===== src/inc/emgp_map.svh =====
// register offsets, field positions and timing counts of the ethernet
// management, pause and address-filter block; included by the package and rtl.
// assumes byte addresses on a 32-bit AXI4-Lite bus, one word per register.
//
// Notes on behaviour
// - operation 10 reads the phy; 01 and every other value run a write frame.
// - turnaround field is written as 10 and reads back exactly as written.
// - after a phy read the data field holds the value the phy returned.
// - the register index field goes out as the phy register address.
// - pause register shows the remaining count, decremented every 512 bit times.
// - lower hash register holds bits 31:0 of the 64-bit hash table, read-write.
// - upper hash register holds bits 63:32 of the hash table, read-write.
// - four lower/upper pairs hold destination addresses to match.
// - bit 0 of each lower word is the multicast/unicast indicator.
// - stored bit 0 compares with the lsb of the first received byte.
// - management-done flag sets when a frame completes, clears on status read.
// - pause-expired flag sets when the pause count reaches zero, clears on read.
// - type-match value is compared with the received type/length field.
`ifndef EMGP_MAP_SVH
`define EMGP_MAP_SVH

`define EMGP_OFS_STATUS   8'h24
`define EMGP_OFS_MASK     8'h2C
`define EMGP_OFS_MAN      8'h34
`define EMGP_OFS_PAUSE    8'h38
`define EMGP_OFS_HASH_LO  8'h90
`define EMGP_OFS_HASH_HI  8'h94
`define EMGP_OFS_SA_BASE  8'h98
`define EMGP_OFS_SA_LAST  8'hB4
`define EMGP_OFS_TYPE_MATCH 8'hB8

`define EMGP_ST_MDONE     0
`define EMGP_ST_PEXP      13

`define EMGP_OP_READ      2'h2
`define EMGP_TA_LAST      17
`define EMGP_OP_MSB       29
`define EMGP_OP_LSB       28
`define EMGP_DATA_BITS    16

`define EMGP_PAUSE_BIT_TIMES 512
`define EMGP_CLK_NS          10
`define EMGP_MDC_PERIOD_NS   400

`define EMGP_RESP_OKAY    2'h0
`define EMGP_RESP_SLVERR  2'h2

`define EMGP_TYPE_HI_BYTE 12
`define EMGP_TYPE_LO_BYTE 13
`define EMGP_DA_BYTES     6

`endif


===== src/inc/emgp_pkg.sv =====
// types of the ethernet management, pause and address-filter block.
// assumes emgp_map.svh on the include path.
`include "emgp_map.svh"

package emgp_pkg;

  typedef enum logic {EMGP_IDLE, EMGP_SHIFT} emgp_mstate_type;

  typedef struct packed {
    // register bus
    logic             awready;
    logic             wready;
    logic             bvalid;
    logic [1:0]       bresp;
    logic             arready;
    logic             rvalid;
    logic [1:0]       rresp;
    logic [31:0]      rdata;
    logic             aw_got;
    logic             w_got;
    logic [7:0]       awaddr;
    logic [31:0]      wdata;
    logic [3:0]       wstrb;
    // registers
    logic [31:0]      man;
    logic [15:0]      pause;
    logic [63:0]      hash;
    logic [3:0][31:0] sa_lo;
    logic [3:0][15:0] sa_hi;
    logic [15:0]      type_length_match_value;
    logic             mgmt_done_flag;
    logic             pause_expired_flag;
    logic             mask_mdone;
    logic             mask_pexp;
    logic             irq;
    // management link
    emgp_mstate_type  mstate;
    logic [31:0]      shreg;
    logic [4:0]       bit_idx;
    logic [7:0]       div_cnt;
    logic             is_read;
    logic             mdc;
    logic             mdio_out;
    logic             mdio_oe;
    logic [1:0]       mdio_sync;
    // bit clock sampling and pause
    logic [1:0]       bit_sync;
    logic             bit_prev;
    logic [8:0]       bit_cnt;
    // receive filter
    logic [3:0]       byte_cnt;
    logic [47:0]      da;
    logic [15:0]      ltype;
    logic [3:0]       sa_match;
    logic             hash_match;
    logic             type_match;
    logic             match_valid;
  } emgp_state_type;

endpackage : emgp_pkg


===== src/rtl/emgp_top.sv =====
// ethernet mac slice: phy management frame engine, pause countdown and
// destination/type address filter, with AXI4-Lite register access.
// assumes rx bytes come from logic on aclk; bit_clk and mdio_in are asynchronous.
//
// Implementation choices: the address map and register access over AXI4-Lite.
`timescale 1ns/10ps
`default_nettype none
`include "emgp_map.svh"

module emgp_top #(
  parameter int MDC_HALF = (`EMGP_MDC_PERIOD_NS / 2 + `EMGP_CLK_NS - 1) / `EMGP_CLK_NS
) (
  // clock, reset, enable
  input  wire logic        aclk,
  input  wire logic        aresetn,
  input  wire logic        ce,
  // axi4-lite slave
  input  wire logic [7:0]  awaddr,
  input  wire logic        awvalid,
  output logic             awready,
  input  wire logic [31:0] wdata,
  input  wire logic [3:0]  wstrb,
  input  wire logic        wvalid,
  output logic             wready,
  output logic [1:0]       bresp,
  output logic             bvalid,
  input  wire logic        bready,
  input  wire logic [7:0]  araddr,
  input  wire logic        arvalid,
  output logic             arready,
  output logic [31:0]      rdata,
  output logic [1:0]       rresp,
  output logic             rvalid,
  input  wire logic        rready,
  // interrupt
  output logic             irq,
  // management link
  output logic             mdc,
  input  wire logic        mdio_in,
  output logic             mdio_out,
  output logic             mdio_oe,
  // line bit clock, one rising edge per bit time
  input  wire logic        bit_clk,
  // receive byte stream
  input  wire logic        rx_valid,
  input  wire logic        rx_sof,
  input  wire logic [7:0]  rx_data,
  // filter results
  output logic [3:0]       sa_match,
  output logic             hash_match,
  output logic             type_match,
  output logic             match_valid
);

  emgp_pkg::emgp_state_type st;
  emgp_pkg::emgp_state_type next_st;

  // helper strobes, also watched by the assertions
  logic        rd_fire;
  logic        rd_status;
  logic        wr_fire;
  logic        wr_pause;
  logic        mdone_evt;
  logic        pexp_evt;
  logic        bit_edge;
  logic [31:0] wmerged;
  logic [7:0]  sa_rel;
  logic [3:0]  rx_idx;
  logic [5:0]  hash_idx;

  function automatic logic [31:0] emgp_merge(input logic [31:0] old,
                                             input logic [31:0] wd,
                                             input logic [3:0]  strb);
    logic [31:0] res;
    res = old;
    for (int b = 0; b < 4; b++)
    begin
      if (strb[b])
        res[b*8 +: 8] = wd[b*8 +: 8];
    end
    return res;
  endfunction : emgp_merge

  always_comb
  begin
    next_st     = st;
    rd_fire     = 1'b0;
    rd_status   = 1'b0;
    wr_fire     = 1'b0;
    wr_pause    = 1'b0;
    mdone_evt   = 1'b0;
    pexp_evt    = 1'b0;
    wmerged     = 32'h0;
    sa_rel      = 8'h0;
    rx_idx      = 4'h0;
    hash_idx    = 6'h0;
    next_st.match_valid = 1'b0;

    // asynchronous inputs: first stage feeds only the second
    next_st.bit_sync  = {st.bit_sync[0], bit_clk};
    next_st.bit_prev  = st.bit_sync[1];
    next_st.mdio_sync = {st.mdio_sync[0], mdio_in};
    bit_edge          = st.bit_sync[1] & ~st.bit_prev;

    // read channel; status clears here, events below win over the clear
    if (arvalid && st.arready)
    begin
      rd_fire         = 1'b1;
      next_st.rvalid  = 1'b1;
      next_st.rresp   = `EMGP_RESP_OKAY;
      next_st.rdata   = 32'h0;
      sa_rel          = araddr - `EMGP_OFS_SA_BASE;
      if (araddr == `EMGP_OFS_STATUS)
      begin
        rd_status = 1'b1;
        next_st.rdata[`EMGP_ST_MDONE] = st.mgmt_done_flag;
        next_st.rdata[`EMGP_ST_PEXP]  = st.pause_expired_flag;
        next_st.mgmt_done_flag     = 1'b0;
        next_st.pause_expired_flag = 1'b0;
      end
      else if (araddr == `EMGP_OFS_MASK)
      begin
        next_st.rdata[`EMGP_ST_MDONE] = st.mask_mdone;
        next_st.rdata[`EMGP_ST_PEXP]  = st.mask_pexp;
      end
      else if (araddr == `EMGP_OFS_MAN)
        next_st.rdata = st.man;
      else if (araddr == `EMGP_OFS_PAUSE)
        next_st.rdata = {16'h0, st.pause};
      else if (araddr == `EMGP_OFS_HASH_LO)
        next_st.rdata = st.hash[31:0];
      else if (araddr == `EMGP_OFS_HASH_HI)
        next_st.rdata = st.hash[63:32];
      else if (araddr >= `EMGP_OFS_SA_BASE && araddr <= `EMGP_OFS_SA_LAST && araddr[1:0] == 2'h0)
        next_st.rdata = sa_rel[2] ? {16'h0, st.sa_hi[sa_rel[4:3]]}
                                  : st.sa_lo[sa_rel[4:3]];
      else if (araddr == `EMGP_OFS_TYPE_MATCH)
        next_st.rdata = {16'h0, st.type_length_match_value};
      else
        next_st.rresp = `EMGP_RESP_SLVERR;
    end
    if (st.rvalid && rready)
      next_st.rvalid = 1'b0;

    // pause countdown on bit-time edges
    if (bit_edge && st.pause != 16'h0)
    begin
      if (st.bit_cnt == 9'(`EMGP_PAUSE_BIT_TIMES - 1))
      begin
        next_st.bit_cnt = 9'h0;
        next_st.pause   = st.pause - 16'h1;
        if (st.pause == 16'h1)
          pexp_evt = 1'b1;
      end
      else
        next_st.bit_cnt = st.bit_cnt + 9'h1;
    end
    if (pexp_evt)
      next_st.pause_expired_flag = 1'b1;

    // management frame engine: change on mdc fall, sample on mdc rise
    case (st.mstate)
      emgp_pkg::EMGP_IDLE:
      begin
        next_st.mdc     = 1'b0;
        next_st.mdio_oe = 1'b0;
      end
      emgp_pkg::EMGP_SHIFT:
      begin
        if (st.div_cnt == 8'(MDC_HALF - 1))
        begin
          next_st.div_cnt = 8'h0;
          next_st.mdc     = ~st.mdc;
          if (!st.mdc)
          begin
            if (st.is_read && st.bit_idx < 5'(`EMGP_DATA_BITS))
              next_st.shreg[st.bit_idx] = st.mdio_sync[1];
          end
          else if (st.bit_idx == 5'h0)
          begin
            next_st.mstate  = emgp_pkg::EMGP_IDLE;
            next_st.mdio_oe = 1'b0;
            mdone_evt       = 1'b1;
            if (st.is_read)
              next_st.man[15:0] = st.shreg[15:0];
          end
          else
          begin
            next_st.bit_idx  = st.bit_idx - 5'h1;
            next_st.mdio_out = st.shreg[st.bit_idx - 5'h1];
            // a read hands the line to the phy from the turnaround on
            next_st.mdio_oe  = !(st.is_read && (st.bit_idx - 5'h1) <= 5'(`EMGP_TA_LAST));
          end
        end
        else
          next_st.div_cnt = st.div_cnt + 8'h1;
      end
      default:
        next_st.mstate = emgp_pkg::EMGP_IDLE;
    endcase
    if (mdone_evt)
      next_st.mgmt_done_flag = 1'b1;

    // receive filter; byte 0 lsb lands in da bit 0
    if (rx_valid)
    begin
      rx_idx           = rx_sof ? 4'h0 : st.byte_cnt;
      next_st.byte_cnt = (rx_idx == 4'hF) ? 4'hF : rx_idx + 4'h1;
      for (int k = 0; k < `EMGP_DA_BYTES; k++)
      begin
        if (rx_idx == 4'(k))
          next_st.da[k*8 +: 8] = rx_data;
      end
      if (rx_idx == 4'(`EMGP_TYPE_HI_BYTE))
        next_st.ltype[15:8] = rx_data;
      if (rx_idx == 4'(`EMGP_TYPE_LO_BYTE))
      begin
        next_st.ltype[7:0] = rx_data;
        for (int i = 0; i < 6; i++)
        begin
          for (int j = 0; j < 8; j++)
            hash_idx[i] = hash_idx[i] ^ st.da[i + 6*j];
        end
        for (int k = 0; k < 4; k++)
          next_st.sa_match[k] = ({st.sa_hi[k], st.sa_lo[k]} == st.da);
        next_st.hash_match  = st.hash[hash_idx];
        next_st.type_match  = ({st.ltype[15:8], rx_data} == st.type_length_match_value);
        next_st.match_valid = 1'b1;
      end
    end

    // write channel: address and data in either order
    if (awvalid && st.awready)
    begin
      next_st.aw_got = 1'b1;
      next_st.awaddr = awaddr;
    end
    if (wvalid && st.wready)
    begin
      next_st.w_got = 1'b1;
      next_st.wdata = wdata;
      next_st.wstrb = wstrb;
    end
    if (st.aw_got && st.w_got && !st.bvalid)
    begin
      wr_fire        = 1'b1;
      next_st.aw_got = 1'b0;
      next_st.w_got  = 1'b0;
      next_st.bvalid = 1'b1;
      next_st.bresp  = `EMGP_RESP_OKAY;
      sa_rel         = st.awaddr - `EMGP_OFS_SA_BASE;
      if (st.awaddr == `EMGP_OFS_STATUS)
        next_st.bresp = `EMGP_RESP_OKAY;
      else if (st.awaddr == `EMGP_OFS_MASK)
      begin
        wmerged                 = 32'h0;
        wmerged[`EMGP_ST_MDONE] = st.mask_mdone;
        wmerged[`EMGP_ST_PEXP]  = st.mask_pexp;
        wmerged                 = emgp_merge(wmerged, st.wdata, st.wstrb);
        next_st.mask_mdone = wmerged[`EMGP_ST_MDONE];
        next_st.mask_pexp  = wmerged[`EMGP_ST_PEXP];
      end
      else if (st.awaddr == `EMGP_OFS_MAN)
      begin
        // a write during a frame in flight is dropped to keep the frame whole
        if (st.mstate == emgp_pkg::EMGP_IDLE)
        begin
          wmerged          = emgp_merge(st.man, st.wdata, st.wstrb);
          next_st.man      = wmerged;
          next_st.shreg    = wmerged;
          next_st.is_read  = (wmerged[`EMGP_OP_MSB:`EMGP_OP_LSB] == `EMGP_OP_READ);
          next_st.mstate   = emgp_pkg::EMGP_SHIFT;
          next_st.bit_idx  = 5'h1F;
          next_st.div_cnt  = 8'h0;
          next_st.mdc      = 1'b0;
          next_st.mdio_out = wmerged[31];
          next_st.mdio_oe  = 1'b1;
        end
      end
      else if (st.awaddr == `EMGP_OFS_PAUSE)
      begin
        wr_pause        = 1'b1;
        wmerged         = emgp_merge({16'h0, st.pause}, st.wdata, st.wstrb);
        next_st.pause   = wmerged[15:0];
        next_st.bit_cnt = 9'h0;
      end
      else if (st.awaddr == `EMGP_OFS_HASH_LO)
        next_st.hash[31:0] = emgp_merge(st.hash[31:0], st.wdata, st.wstrb);
      else if (st.awaddr == `EMGP_OFS_HASH_HI)
        next_st.hash[63:32] = emgp_merge(st.hash[63:32], st.wdata, st.wstrb);
      else if (st.awaddr >= `EMGP_OFS_SA_BASE && st.awaddr <= `EMGP_OFS_SA_LAST
               && st.awaddr[1:0] == 2'h0)
      begin
        if (sa_rel[2])
        begin
          wmerged = emgp_merge({16'h0, st.sa_hi[sa_rel[4:3]]}, st.wdata, st.wstrb);
          next_st.sa_hi[sa_rel[4:3]] = wmerged[15:0];
        end
        else
          next_st.sa_lo[sa_rel[4:3]] = emgp_merge(st.sa_lo[sa_rel[4:3]], st.wdata, st.wstrb);
      end
      else if (st.awaddr == `EMGP_OFS_TYPE_MATCH)
      begin
        wmerged                         = emgp_merge({16'h0, st.type_length_match_value},
                                                     st.wdata, st.wstrb);
        next_st.type_length_match_value = wmerged[15:0];
      end
      else
        next_st.bresp = `EMGP_RESP_SLVERR;
    end
    if (st.bvalid && bready)
      next_st.bvalid = 1'b0;

    next_st.awready = !next_st.aw_got && !next_st.bvalid;
    next_st.wready  = !next_st.w_got && !next_st.bvalid;
    next_st.arready = !next_st.rvalid;
    next_st.irq     = (next_st.mgmt_done_flag && next_st.mask_mdone)
                   || (next_st.pause_expired_flag && next_st.mask_pexp);
  end

  always_ff @(posedge aclk)
  begin
    if (!aresetn)
      st <= '0;
    else if (ce)
      st <= next_st;
  end

  assign awready     = st.awready;
  assign wready      = st.wready;
  assign bvalid      = st.bvalid;
  assign bresp       = st.bresp;
  assign arready     = st.arready;
  assign rvalid      = st.rvalid;
  assign rresp       = st.rresp;
  assign rdata       = st.rdata;
  assign irq         = st.irq;
  assign mdc         = st.mdc;
  assign mdio_out    = st.mdio_out;
  assign mdio_oe     = st.mdio_oe;
  assign sa_match    = st.sa_match;
  assign hash_match  = st.hash_match;
  assign type_match  = st.type_match;
  assign match_valid = st.match_valid;

  pause_step_a: assert property (@(posedge aclk) disable iff (!aresetn)
    $past(ce) && !$past(wr_pause) && st.pause != $past(st.pause)
    |-> st.pause == $past(st.pause) - 16'h1
        && $past(st.bit_cnt) == 9'(`EMGP_PAUSE_BIT_TIMES - 1))
    else $error("pause count moved outside a 512 bit-time step");

  pause_zero_a: assert property (@(posedge aclk) disable iff (!aresetn)
    ce && pexp_evt ##1 1'b1 |-> st.pause == 16'h0 && st.pause_expired_flag)
    else $error("pause reached zero without expired flag");

  mdone_set_a: assert property (@(posedge aclk) disable iff (!aresetn)
    st.mstate == emgp_pkg::EMGP_SHIFT ##1 st.mstate == emgp_pkg::EMGP_IDLE
    |-> st.mgmt_done_flag)
    else $error("frame ended without done flag");

  status_clear_a: assert property (@(posedge aclk) disable iff (!aresetn)
    ce && rd_status && !mdone_evt && !pexp_evt
    |=> !st.mgmt_done_flag && !st.pause_expired_flag)
    else $error("status read did not clear flags");

  tx_order_a: assert property (@(posedge aclk) disable iff (!aresetn)
    st.mstate == emgp_pkg::EMGP_SHIFT && st.mdio_oe
    |-> st.mdio_out == st.shreg[st.bit_idx])
    else $error("management bit out of order");

  read_release_a: assert property (@(posedge aclk) disable iff (!aresetn)
    st.mstate == emgp_pkg::EMGP_SHIFT && st.is_read && st.bit_idx <= 5'(`EMGP_TA_LAST)
    |-> !st.mdio_oe)
    else $error("line driven during read turnaround or data");

  read_data_a: assert property (@(posedge aclk) disable iff (!aresetn)
    ce && mdone_evt && st.is_read |=> st.man[15:0] == $past(st.shreg[15:0]))
    else $error("read data not stored in frame register");

  sa_cmp_a: assert property (@(posedge aclk) disable iff (!aresetn)
    ce && rx_valid && !rx_sof && st.byte_cnt == 4'hD
    |=> st.match_valid && st.sa_match[0] == ({st.sa_hi[0], st.sa_lo[0]} == st.da))
    else $error("address match result wrong");

  type_cmp_a: assert property (@(posedge aclk) disable iff (!aresetn)
    st.match_valid |-> st.type_match == (st.ltype == st.type_length_match_value))
    else $error("type match result wrong");

endmodule : emgp_top
`default_nettype wire


===== config.mk =====
export PLATFORM = sky130hd
export DESIGN_NAME = emgp_top
export DESIGN_NICKNAME = d
export VERILOG_FILES = /design/src/inc/emgp_pkg.sv /design/src/rtl/emgp_top.sv
export VERILOG_INCLUDE_DIRS = /design/src /design/src/inc
export SDC_FILE = /design/constraint.sdc
export NUM_CORES = 2
export LEC_CHECK = 0
export ABC_AREA = 1
export BUFFER_PORTS_ARGS = -buffer_cell sky130_fd_sc_hd__clkbuf_2
export CAP_MARGIN = 5
export CORE_MARGIN = 8
export CORE_UTILIZATION = 50
export CTS_BUF_LIST = sky130_fd_sc_hd__clkbuf_16
export DETAILED_ROUTE_END_ITERATION = 6
export GPL_TIMING_DRIVEN = 0
export PLACE_DENSITY = 0.7
export SYNTH_ARGS = -nofsm -noshare
export SYNTH_HDL_FRONTEND = slang
export SYNTH_SLANG_ARGS = --single-unit

===== constraint.sdc =====
create_clock -name aclk -period 6.8 [get_ports aclk]
set_input_delay 0.34 -clock aclk [delete_from_list [all_inputs] [get_ports aclk]]
set_output_delay 0.34 -clock aclk [all_outputs]
set_load 0.01 [all_outputs]

=== Word level (Yosys, flattened, before mapping) ===
Index checks and enable logic that the tools add are counted.

* Input bits: 72
* Register bits after elaboration: 543
* Output and inout bits: 52
* Logic and storage cells: 442

* Reduce and logical (&&, ||, !) cells: 60
* Multiplexer cells: 211
* Bitwise gates (word level): 54
* Magnitude comparators: 13
* Equality and inequality tests: 33
* Add/sub/neg operators: 7

{| class="wikitable"
|+ Operators with widths
! cell !! count
|-
| 304-bit 2-to-1 mux || 3
|-
| 8-bit 2-to-1 mux || 82
|-
| 32-bit 2-to-1 mux || 14
|-
| 208-bit 2-to-1 mux || 2
|-
| 288-bit 2-to-1 mux || 1
|-
| 272-bit 2-to-1 mux || 1
|-
| 16-bit 2-to-1 mux || 16
|-
| 50-bit 2-to-1 mux || 5
|-
| 48-bit == test || 4
|-
| 192-bit 2-to-1 mux || 1
|-
| 32-bit binary-select mux with 2-bit select || 2
|-
| 128-bit bitwise mux || 1
|-
| 128-bit 2-to-1 mux || 1
|-
| 16-bit binary-select mux with 2-bit select || 2
|-
| 64-bit bitwise mux || 1
|-
| 32-bit demux with 2-bit select || 1
|-
| 8-bit by 6-bit == test with 1-bit output, second input constant || 8
|-
| 64-bit 2-to-1 mux || 1
|-
| 9-bit 2-to-1 mux || 7
|-
| 8-bit == test, second input constant || 6
|-
| 46-bit 2-to-1 mux || 1
|-
| 2-bit 2-to-1 mux || 21
|-
| 1-bit bitwise XOR || 42
|-
| 20-bit 2-to-1 mux || 2
|-
| 55 further kinds || 153
|}

=== Longest topological paths before layout ===
* Depth in word-level cells: 23
* Mapped depth: 21
* Depth with buffers taken out: 20

=== Least setup slack after synthesis ===
Ideal clock, no wire load.

* Path kind: register to register
* Start point: reg st[101] (netlist bit)
* End point: reg st, in the netlist mdio_out
* Required time: 6.668 ns
* Arrival: 2.362 ns
* Setup time: 0.132 ns
* Buffers on the path: 4
* Cell stages (with the launch flop): 17
* Period minus slack after synthesis: 2.494 ns
* Path slack: 4.306 ns
* Cells stage by stage: dfxtp_1 -> buf_2 -> clkinv_1 -> clkbuf_1 -> ha_1 -> clkbuf_1 -> inv_1 -> clkbuf_1 -> a21oi_1 -> o21ai_0 -> nand3_1 -> nand3_1 -> nand2_1 -> o211ai_1 -> nand3_1 -> nand2_1 -> a21oi_1

* Cells in the longest elaborated chain, start to end: 12
* Elaborated cells between the ends (all ways): 13
* Classes of those cells: add/sub: 1; mux: 11; reduce/logical: 1

{| class="wikitable"
|+ Ends and longest elaborated chain
! item !! line !! RTL
|-
| from (decl) || emgp_top.sv:55 || <nowiki>emgp_pkg::emgp_state_type st;</nowiki>
|-
| from (signal assigned) || emgp_top.sv:326 || <nowiki>st <= next_st;</nowiki>
|-
| 5-bit by 1-bit subtractor with 5-bit output || emgp_top.sv:190 || <nowiki>next_st.mdio_out = st.shreg[st.bit_idx - 5'h1];</nowiki>
|-
| 1-bit binary-select mux with 5-bit select || emgp_top.sv:190 ||
|-
| 1-bit 2-to-1 mux (not written as such) || emgp_top.sv:190 ||
|-
| 1-bit 2-to-1 mux * || emgp_top.sv:179 || <nowiki>else if (st.bit_idx == 5'h0)</nowiki>
|-
| 2-bit 2-to-1 mux * || emgp_top.sv:174 || <nowiki>if (!st.mdc)</nowiki>
|-
| 3-bit 2-to-1 mux * || emgp_top.sv:170 || <nowiki>if (st.div_cnt == 8'(MDC_HALF - 1))</nowiki>
|-
| 1-bit 2-to-1 mux * || emgp_top.sv:162 || <nowiki>case (st.mstate)</nowiki>
|-
| 50-bit 2-to-1 mux || emgp_top.sv:266 || <nowiki>if (st.mstate == emgp_pkg::EMGP_IDLE)</nowiki>
|-
| 50-bit 2-to-1 mux || emgp_top.sv:263 || <nowiki>else if (st.awaddr == `EMGP_OFS_MAN)</nowiki>
|-
| 50-bit 2-to-1 mux || emgp_top.sv:254 || <nowiki>else if (st.awaddr == `EMGP_OFS_MASK)</nowiki>
|-
| 50-bit 2-to-1 mux || emgp_top.sv:252 || <nowiki>if (st.awaddr == `EMGP_OFS_STATUS)</nowiki>
|-
| 50-bit 2-to-1 mux * || emgp_top.sv:244 || <nowiki>if (st.aw_got && st.w_got && !st.bvalid)</nowiki>
|}

Every way passes the cells marked *; elsewhere a longest branch is shown, timed or not. The select of a mux whose other input is x is not followed.
A chain may end at the register's enable or synchronous reset.

==> results_dict.tcl <==
set metrics [dict create \
    skew_ps 33.3 \
    syn_to_final_growth_pct 12.7 \
    synth_ff_type "dfxtp_1" \
    synth_top_family_by_area "compound AO/OA/AOI/OAI gates" \
    cts_made_buffers 59 \
    multiInputGateArea_sq_um 15600 \
    vias_per_cell 6.16 \
    synth_cell_types 59 \
    start_util 0.506 \
    cts_setup_buffers 0 \
    finalSetupTns_ps 0 \
    worstPathArrival_ps 4590 \
    leakage_nw 13.2 \
    timing.critical_path.buf_inv 5 \
    htreeDepth 2 \
    synth_compound_area_frac 0.271 \
    hold_path_class "in2reg" \
    rsz0062_at_grt "false" \
    layout_commonest_cell "a21oi_1" \
    clk_pin_slew_ps 60 \
    cap_violations 0 \
    regArea_sq_um 10800 \
    cp_top_family "buffers and inverters" \
    power.density_nw_per_um2 222 \
    core.rowCount 89 \
    synth_seq_area_share 0.363 \
    relSlewSlack 0.0694 \
    drtPass1Iterations 6 \
    final_cell_mix "a21oi_1, nand2_1, dfxtp_1" \
    synth_edf_count 0 \
    routed_wl_um 147000 \
    die-area_sq_um 67800 \
    track_usage 0.416 \
    finalMaxSlewViolations 0 \
    whs_ps 15.6 \
    synth-simple-area-share 0.182 \
    crit_chain "inv_2 > clkbuf_1 > ha_1 > inv_1 > clkbuf_1 > clkbuf_1 > o211ai_1 > nand3_1 > nand2_1 > o21ai_0 > a21oi_1" \
    crit_path_frequent_cell "clkbuf_1" \
    nNetsFinal 4595 \
    synth_area_sq_um 29800 \
    irDropWorstVdd_mv 0.232 \
    drive_gt1_frac 0.0923 \
    power_switching_mw 2.13 \
    port_buffers 117 \
    grt_pass1_vias 30400 \
    ant_nets 0 \
    die_w_um 260 \
    synth_seq_cells 541 \
    end_kind "flip-flop" \
    fin_util 0.570 \
    cts_root_buf "clkbuf_16" \
    netlist_instances 4303 \
    synth_fa_ha_area_frac 0.00755 \
    antenna_found_initial 8 \
    finalSetupViolCount 0 \
    p_int_mw 5.33 \
    max_stage_delay_ps 740 \
    cts_buffer_depth 3 \
    core_area_sq_um 59000 \
    cts_resized 0 \
    clock_power_share 0.454 \
    swShare 0.286 \
    finalHoldViolCount 0 \
    synth_area_per_cell_sq_um 6.93 \
    gp_congestion 1.09 \
    cts_tree "yes" \
    worstSetupStartpointType "flip-flop" \
    clk_latency_ps 680 \
    die_h_um 260 \
    crit_slowest_cell "clkbuf_1" \
    drc_errors 0 \
    yosysWarnings 0 \
    synthXorXnorAreaFrac 0.0578 \
    synthMuxAreaShare 0.00256 \
    period_needed_ps 4060 \
    p_seq_frac 0.431 \
    path_class "reg2reg" \
    critPathMaxFanout 11 \
    cts.sinks 541 \
    io_pins 124 \
    overflow 0 \
    ys_async_sr_fraction 0 \
    hpwl_um 112000 \
    crit_required_ps 7330 \
    drt-initial-drc-count 4660 \
    worst_pin_slew_ps 1380 \
    outcome "finished clean" \
    p_comb_frac 0.115 \
    post-route-period-util 0.598 \
    fill_cells 5878 \
    clock.fmax_ghz 0.246 \
    avgRoutedWirePerCell_um 27.5 \
    grt_pass1_wl_um 208000 \
    vias 32800 \
    grt_max_degree 18 \
]
worst register-to-register path, stage by stage, from the launching register on:
cell and delay, ps:
dfxtp_1 360, inv_2 200, clkbuf_1 680, ha_1 420, inv_1 200, clkbuf_1 580, clkbuf_1 740, o211ai_1 200
nand3_1 110, nand2_1 160, o21ai_0 210, a21oi_1 60
through the flow:
stage                     std cells  instance area, sq um  setup WS (ps)  total power, mW
after CTS                      5321                 33600           2870             7.40
final                          5328                 33600           2740             7.46
after detailed placement       5195                 31400           2860             4.08
after global placement         5194                 31400           2800             4.09
after floorplan                4304                 29800           4310             3.73
after global routing           5324                 33600           2700             7.61
worst paths after layout:
check,slack (ps),cells after the start,from,end
worst max register to register,2740,11,st[503]$_SDFFE_PN0P_,flip-flop
worst min-delay path,20,3,wdata[25],st[493]$_SDFFE_PN0P_
worst min register to register,460,2,st[500]$_SDFFE_PN0P_,st[500]$_SDFFE_PN0P_
worst max-delay path,2740,11,st[503]$_SDFFE_PN0P_,flip-flop
synthesized netlist by cell type (all sizes together), types with 20 or more instances:
| master | number | area share |
|---|---|---|
| o221ai | 37 | 0.011 |
| inv | 497 | 0.063 |
| o21ai | 642 | 0.11 |
| nand2 | 612 | 0.078 |
| nand4 | 39 | 0.0091 |
| nor3 | 46 | 0.011 |
| nor4 | 39 | 0.010 |
| dfxtp | 541 | 0.36 |
| xnor2 | 91 | 0.027 |
| nor2 | 227 | 0.031 |
| o22ai | 47 | 0.0099 |
| o211ai | 44 | 0.011 |
| nand3 | 222 | 0.038 |
| o2111ai | 24 | 0.0070 |
| xor2 | 106 | 0.031 |
| a211oi | 37 | 0.0095 |
| clkbuf | 198 | 0.025 |
| a21oi | 605 | 0.10 |
| buf | 140 | 0.028 |
| a22oi | 20 | 0.0050 |
power groups by stage:
stage	Clock, mW	Combinational [mW]	Sequential, mW
detailed placement	0	0.798	3.28
finish	3.39	0.857	3.22
floorplan	0	0.454	3.28
CTS	3.37	0.811	3.21
global route	3.50	0.887	3.22
global placement	0	0.800	3.28
routing by layer:
layer,share of wire,track usage
met1,0.36,0.498
met2,0.43,0.631
met3,0.12,0.118
met4,0.089,0.309
met5,0.000089,0
cells by family after synthesis:
group | count (synthesis)
AOI/OAI and AO/OA | 1490
xor gates and xnor gates | 197
adders and majority gates | 18
buffers and inverters | 839
DFF | 541
muxes | 7
other | 1
and+or+nand+nor | 1210
final cells by class:
cell class | instances | area share
Sequential cell | 541 | 0.322
Clock buffer | 59 | 0.0439
Tap cell | 773 | 0.0288
Clock inverter | 47 | 0.0148
Multi-Input combinational cell | 2924 | 0.463
Buffer | 338 | 0.0467
Inverter | 501 | 0.0560
Antenna cell | 5 | 0.000372
Timing Repair Buffer | 140 | 0.0249
repair_timing:
item / in CTS / in global routing
endpoints found under the hold margin: 20 / 0
endpoints found under the setup margin: 0 / 0
hold buffers: 20 / 0
Note: power is estimated with default switching activity, not from simulation.
